==> config.mk <==
export PLATFORM = sky130hd
export DESIGN_NAME = bwe_host
export DESIGN_NICKNAME = d
export VERILOG_FILES = /design/src/hdl/bwe_pkg.sv /design/src/hdl/bwe_host.sv
export SDC_FILE = /design/constraint.sdc
export NUM_CORES = 1
export LEC_CHECK = 0
export BUFFER_PORTS_ARGS = -buffer_cell sky130_fd_sc_hd__buf_4
export CAP_MARGIN = 10
export CORE_ASPECT_RATIO = 1.2
export CORE_MARGIN = 2
export CORE_UTILIZATION = 40
export DETAILED_ROUTE_END_ITERATION = 10
export GPL_TIMING_DRIVEN = 0
export HOLD_SLACK_MARGIN = 0.15
export PLACE_DENSITY = 0.55
export SLEW_MARGIN = 20
export SYNTH_ARGS = -nofsm -noshare
export SYNTH_HDL_FRONTEND = slang
export SYNTH_SLANG_ARGS = --single-unit
==> constraint.sdc <==
create_clock -name clk -period 8.4 [get_ports clk]
set_input_delay 1.26 -clock clk [delete_from_list [all_inputs] [get_ports clk]]
set_output_delay 1.26 -clock clk [all_outputs]
set_load 0.02 [all_outputs]
==> src/hdl/bwe_pkg.sv <==
package bwe_pkg;

  localparam int ADDR_W = 16;
  localparam int DATA_W = 8;
  localparam int PAGE_BYTES = 128;
  localparam int PAGE_LSB = 7;
  localparam int CLK_MHZ = 10;
  // strobe low time per access, in ns; must beat the noise filter
  localparam int STROBE_NS = 200;
  localparam int STROBE_CYC = (STROBE_NS * CLK_MHZ + 999) / 1000;
  // setup / recovery around each strobe
  localparam int GAP_NS = 100;
  localparam int GAP_CYC = (GAP_NS * CLK_MHZ + 999) / 1000;
  // byte load window, in us; longest time rounds down
  localparam int LOAD_WIN_US = 100;
  localparam int LOAD_WIN_CYC = LOAD_WIN_US * CLK_MHZ;
  // safety margin taken off the load window
  localparam int LOAD_MARGIN_CYC = 50;
  // programming cycle time, in ms
  localparam int PROG_MS = 10;
  localparam int PROG_CYC = PROG_MS * 1000 * CLK_MHZ;
  localparam int CNT_W = 24;

  typedef enum logic [1:0] {
    BWE_OP_READ,
    BWE_OP_BYTE,
    BWE_OP_PAGE_LOAD,
    BWE_OP_PAGE_LAST
  } bwe_op_t;

  typedef struct packed {
    bwe_op_t             op;
    logic [ADDR_W-1:0]   addr;
    logic [DATA_W-1:0]   data;
  } bwe_req_t;

  typedef struct packed {
    logic                sel_n;
    logic                gate_n;
    logic                wstb_n;
    logic [ADDR_W-1:0]   word_addr;
  } bwe_pins_t;

endpackage

==> src/hdl/bwe_host.sv <==
`timescale 1ns/1ns
module bwe_host
  import bwe_pkg::*;
#(
  parameter int LOAD_WIN = LOAD_WIN_CYC,
  parameter int PROG_WAIT = PROG_CYC
)
(
  // clock and reset
  input  wire logic                clk,
  input  wire logic                rst,
  // request side
  input  wire logic                req_valid,
  input  wire bwe_pkg::bwe_req_t   req,
  output logic                     req_ready,
  output logic                     rd_valid,
  output logic [DATA_W-1:0]        rd_data,
  output logic                     page_err,
  output logic                     busy,
  // device pins
  output bwe_pkg::bwe_pins_t       pins,
  input  wire logic [DATA_W-1:0]   byte_bus_in,
  output logic [DATA_W-1:0]        byte_bus_out,
  output logic                     byte_bus_oe
);
  import bwe_pkg::*;

  typedef enum logic [2:0] {
    S_IDLE, S_SETUP, S_STROBE, S_RECOVER, S_PROG
  } bwe_state_t;

  bwe_state_t        state;
  bwe_op_t           cur_op;
  logic [CNT_W-1:0]  cnt;
  logic [CNT_W-1:0]  win;
  logic              in_page;
  logic [7:0]        loads;
  logic [ADDR_W-1:PAGE_LSB] page_tag;
  logic [DATA_W-1:0] bus_s1;
  logic [DATA_W-1:0] bus_s2;

  function automatic logic is_write(input bwe_op_t o);
    return o != BWE_OP_READ;
  endfunction

  // page loads must stay in page and under the byte limit
  logic page_ok;
  assign page_ok = !in_page ||
                   (req.addr[ADDR_W-1:PAGE_LSB] == page_tag &&
                    loads < 8'(PAGE_BYTES));

  // while programming, no request is taken at all; an expired page
  // commits first, and reads of this part wait until its page is
  // written, so only writes to the open page are served between loads
  assign req_ready = (state == S_IDLE) && !rst &&
                     !(in_page && win == '0) &&
                     (is_write(req.op) || !in_page);
  assign busy = (state != S_IDLE);

  // two flops on the returning bus before anything reads it
  always_ff @(posedge clk or posedge rst)
    if (rst)
    begin
      bus_s1 <= '0;
      bus_s2 <= '0;
    end
    else
    begin
      bus_s1 <= byte_bus_in;
      bus_s2 <= bus_s1;
    end

  // main sequencer
  always_ff @(posedge clk or posedge rst)
    if (rst)
    begin
      state <= S_IDLE;
      cur_op <= BWE_OP_READ;
      cnt <= '0;
      pins <= '{sel_n: 1'b1, gate_n: 1'b1, wstb_n: 1'b1, word_addr: '0};
      byte_bus_out <= '0;
      byte_bus_oe <= 1'b0;
    end
    else
    begin
      case (state)
        S_IDLE:
          // a page left open too long commits itself; wait out programming
          if (in_page && win == '0)
          begin
            state <= S_PROG;
            // the part's own window ends a margin after ours
            cnt <= CNT_W'(LOAD_MARGIN_CYC + PROG_WAIT);
          end
          else if (req_valid && req_ready &&
                   (!is_write(req.op) || page_ok))
          begin
            cur_op <= req.op;
            pins.word_addr <= req.addr;
            byte_bus_out <= req.data;
            byte_bus_oe <= is_write(req.op);
            pins.sel_n <= 1'b0;
            state <= S_SETUP;
            cnt <= CNT_W'(GAP_CYC);
          end
        S_SETUP:
          if (cnt <= 1)
          begin
            // select already low, so this edge is the later fall
            if (is_write(cur_op))
              pins.wstb_n <= 1'b0;
            else
              pins.gate_n <= 1'b0;
            state <= S_STROBE;
            cnt <= CNT_W'(STROBE_CYC);
          end
          else
            cnt <= cnt - 1'b1;
        S_STROBE:
          if (cnt <= 1)
          begin
            // strobe rises before select: it is the earlier rise
            pins.wstb_n <= 1'b1;
            pins.gate_n <= 1'b1;
            state <= S_RECOVER;
            cnt <= CNT_W'(GAP_CYC);
          end
          else
            cnt <= cnt - 1'b1;
        S_RECOVER:
          if (cnt <= 1)
          begin
            pins.sel_n <= 1'b1;
            byte_bus_oe <= 1'b0;
            if (cur_op == BWE_OP_BYTE || cur_op == BWE_OP_PAGE_LAST)
            begin
              state <= S_PROG;
              // the part waits out its load window before programming
              cnt <= CNT_W'(LOAD_WIN + PROG_WAIT);
            end
            else
              state <= S_IDLE;
          end
          else
            cnt <= cnt - 1'b1;
        S_PROG:
          if (cnt <= 1)
            state <= S_IDLE;
          else
            cnt <= cnt - 1'b1;
        default:
          state <= S_IDLE;
      endcase
    end

  // page bookkeeping and load window
  always_ff @(posedge clk or posedge rst)
    if (rst)
    begin
      in_page <= 1'b0;
      loads <= '0;
      page_tag <= '0;
      win <= '0;
    end
    else if (state == S_SETUP && cnt <= 1 && cur_op == BWE_OP_PAGE_LOAD)
    begin
      if (!in_page)
        page_tag <= pins.word_addr[ADDR_W-1:PAGE_LSB];
      in_page <= 1'b1;
      loads <= loads + 8'd1;
      // margin covers setup of the next load
      win <= CNT_W'(LOAD_WIN - LOAD_MARGIN_CYC);
    end
    else if (state == S_PROG || (state == S_SETUP && cnt <= 1 &&
             cur_op == BWE_OP_PAGE_LAST))
    begin
      in_page <= 1'b0;
      loads <= '0;
      win <= '0;
    end
    else if (win != '0)
      win <= win - 1'b1;

  // first recover cycle: two sync flops late, bus_s2 still holds a
  // level sampled while gate was low
  logic rd_take;
  assign rd_take = state == S_RECOVER && cnt == CNT_W'(GAP_CYC) &&
                   cur_op == BWE_OP_READ;

  always_ff @(posedge clk or posedge rst)
    if (rst)
    begin
      rd_valid <= 1'b0;
      rd_data <= '0;
      page_err <= 1'b0;
    end
    else
    begin
      rd_valid <= rd_take;
      if (rd_take)
        rd_data <= bus_s2;
      page_err <= req_ready && req_valid && is_write(req.op) && !page_ok;
    end
endmodule

==> run_results.csv <==
group,metric,value,unit
status,outcome,"complete, no violations",
setup_path,setup.worst_path.class,"reg2out",
place,place_worst_setup_slack,4.33,ns
finish,fin_nets,757,
drt,detail_route.wirelength,16.2,mm
finish,finish.utilization,0.502,
global_routing,overflow,0,
job,max_cap_violation_count,0,
synthesis,postSynthCellCount,619,
sta,fin_crit_sh,0.470,
global_routing,grt_pass1_wl,26.1,mm
synthesis,fraction_of_the_mapped_netlist_area_in_compound_gates,0.135,
global_routing,track_usage,0.195,
sta,setup-violations-final,0,
cts,cts_num_sinks,125,
cts,clk-insertion-delay-late,0.42,ns
sta,relSlewSlack,0.334,
power,power_leakage,3.44,nW
cts,clock_tree.root_cell,"clkbuf_16",
drt,total_iterations_of_the_first_detailed_routing_run,5,
synthesis,yosys_register_bits,125,
drt,detailroute.via_count,5297,
synthesis,muxShareOfSynthArea,0.0861,
place,buffer_ports.inserted,76,
setup_path,critPathRequiredTime,7.14,ns
power,worst_ir_drop_vdd,188,µV
place,dp_cells,904,
sta,rsz0062_at_grt,"false",
synthesis,yosys.area_share.xor_xnor,0.0440,
setup_path,critical_path.max_fanout,7,
setup_path,r2r_slack,5.03,ns
drt,viasPerCell,5.66,
synthesis,synth-edff-count,0,
finish,diodes,0,
global_routing,grt_max_degree,87,
sta,finalWorstPathRequiredPeriod,3.95,ns
synthesis,synth_async_sr_flop_share,1.00,
cts,cts_buffers,17,
drt,wl_per_cell,17.3,µm
drt,detail_route.iter0.violations,393,
synthesis,warnings_synthesis,0,
global_routing,grt_pass1_vias,5265,
cts,cts_max_path_buffers,2,
sta,layout_setup_ws,4.45,ns
finish,drive_above_1_share,0.261,
die,core.rowCount,50,
die,floorplan.die.width,119,µm
synthesis,synth_top_family_by_area,"simple AND/OR/NAND/NOR gates",
die,starting_density_of_the_core,0.409,
synthesis,syn_nets,661,
synthesis,synthesis.area,6380,µm²
finish,stdcell_count,936,
synthesis,yosysUniqueCellTypes,71,
synthesis,synth_simple_gate_area_frac,0.202,
place,dp.final_hpwl,11.5,mm
setup_path,cells_on_worst_reg2reg_path,7,
sta,final_max_slew_viol_count,0,
setup_path,startpoint_type,"flop",
die,design.core.area,15600,µm²
cts,path_clk_slew,0.06,ns
place,routability_driven_placement_congestion_ratio,0.874,
sta,worst_slew_pin_tran,0.993,ns
finish,syn_to_final_growth,22.6,%
die,die_footprint,17000,µm²
cts,post_cts.resized_instances,0,
sta,setup_tns,0,ns
drt,drc,0,
global_routing,antenna_found_initial,0,
setup_path,cp-end-kind,"output pin",
synthesis,synth-adder-area-share,0.00981,
synthesis,dominantRegCellSynth,"dfrtp_1",
worst_hold_path,timing.hold.worst.class,"reg2reg",
finish,final_design_area_no_fill,7820,µm²
sta,finalHoldViolCount,0,
synthesis,synth_area_per_cell,10.3,µm²
sta,finClkSkew,0.00951,ns
cts,number_of_levels_the_h_tree_was_split_into,4,
cts,cts_hold_buf,0,
cts,post-cts-setup-buffers,0,
synthesis,synth_seq_area_share,0.491,
sta,maxClockFrequency,253,MHz
die,die_height,142,µm
worst_hold_path,worstHoldPathCells,0,
place,placement.cell_area,7240,µm²
power,power_density,309,nW/µm²
drt,final_antenna_net_count,0,
cts,cts_tree,"yes",
setup_path,cp.arrival,2.69,ns
die,design.portCount,77,
[logic make-up after synthesis]
logic type	after synthesis
and+or+nand+nor	238
AOI/OAI and AO/OA	126
muxes	49
adders and majority gates	5
xor gates and xnor gates	32
DFF	125
buffers and inverters	44
[layer usage]
metal / GRT usage / vias up / wire (µm) / share of wire
met3: 0.0393 / 31 / 789 / 0.049
li1: - / 2470 / - / -
met1: 0.245 / 2631 / 7010 / 0.43
met4: 0.0871 / 0 / 362 / 0.022
met2: 0.327 / 165 / 8050 / 0.50
met5: 0 / - / 0 / 0
[worst max-delay path, cell delays in order (launching register included)]
cell and delay, ns:
dfrtp_1 0.41, or4_1 0.51, buf_2 0.19, nor4_2 0.48, nand2_1 0.28, nand2_1 0.12
a211oi_1 0.10, buf_4 0.18
[synthesized netlist by cell type (all sizes together), types with 5 or more instances]
library cell	n	area (µm²)
nand2	47	176
buf	16	97.6
nand3b	7	52.6
or4	14	113
nand3	17	90.1
nor4	19	155
a211oi	5	37.5
xnor2	9	78.8
a31oi	9	56.3
nor3	20	121
a21oi	24	124
o41ai	7	61.3
mux2	47	529
and2	6	37.5
o21ai	31	155
ha	5	62.6
or3	5	31.3
o31ai	7	52.6
dfrtp	122	3050
and3	5	31.3
nand4	5	31.3
nor2	69	267
nor2b	6	37.5
xor2	23	201
clkbuf	15	56.3
inv	11	41.3
[state kept, by name, summed over array words and instances (netlist names), 9 cells and up]
| register | count |
|---|---|
| win | 24 |
| pins | 19 |
| cnt | 24 |
| page_tag | 9 |
[power breakdown]
| group | internal, mW | leakage [nW] | switching (mW) | total, mW |
|---|---|---|---|---|
| Sequential | 0.774 | 1.58 | 0.166 | 0.941 |
| Clock | 0.416 | 0.284 | 0.301 | 0.718 |
| Combinational | 0.332 | 1.58 | 0.428 | 0.760 |
| Total | 1.52 | 3.44 | 0.895 | 2.42 |
[placed cells by master, fill, tap and decap left out, types with 5 or more instances in the layout]
| cell | count |
|---|---|
| clkbuf_16 | 17 |
| o31ai_1 | 7 |
| buf_4 | 79 |
| a211oi_1 | 5 |
| nor4_1 | 16 |
| nand2_1 | 47 |
| a31oi_1 | 9 |
| and2_1 | 5 |
| buf_2 | 9 |
| o21ai_1 | 5 |
| xnor2_1 | 9 |
| o21ai_0 | 26 |
| dfrtp_1 | 122 |
| nand3_1 | 16 |
| xor2_1 | 23 |
| inv_6 | 7 |
| nand4_1 | 5 |
| or4_1 | 12 |
| or3_1 | 5 |
| ha_1 | 5 |
| nor3_1 | 17 |
| and3_1 | 5 |
| a21oi_1 | 23 |
| nor2_1 | 68 |
| nor2b_1 | 6 |
| nand3b_1 | 7 |
| clkbuf_1 | 15 |
| mux2_2 | 47 |
| inv_1 | 10 |
| o41ai_1 | 7 |
[stage by stage]
step / hold WS (ns) / power [mW]
floorplan: 0.331 / 1.45
global placement: 0.332 / 1.68
detailed placement: 0.336 / 1.70
CTS: 0.350 / 2.43
global route: 0.355 / 2.56
finish: 0.347 / 2.42
[path summary, 6_finish.rpt]
check                           from            to
setup / recovery             win[11]     req_ready
hold / removal             bus_s1[4]     bus_s2[4]
setup reg to reg              cnt[8]  page_tag[15]
hold reg to reg            bus_s1[4]     bus_s2[4]
max in group asynchronous        rst      pins[18]
min in group asynchronous        rst        win[4]
[cell type report]
| type | instances | area (µm²) |
|---|---|---|
| inverter | 13 | 56.3 |
| fill | 1452 | 7760 |
| sequential | 125 | 3130 |
| buffer | 31 | 154 |
| clock inverter | 15 | 149 |
| tap | 208 | 260 |
| multi-input combinational | 450 | 3040 |
| timing repair buffer | 77 | 598 |
| clock buffer | 17 | 425 |
(Power assumes the default switching activity.)
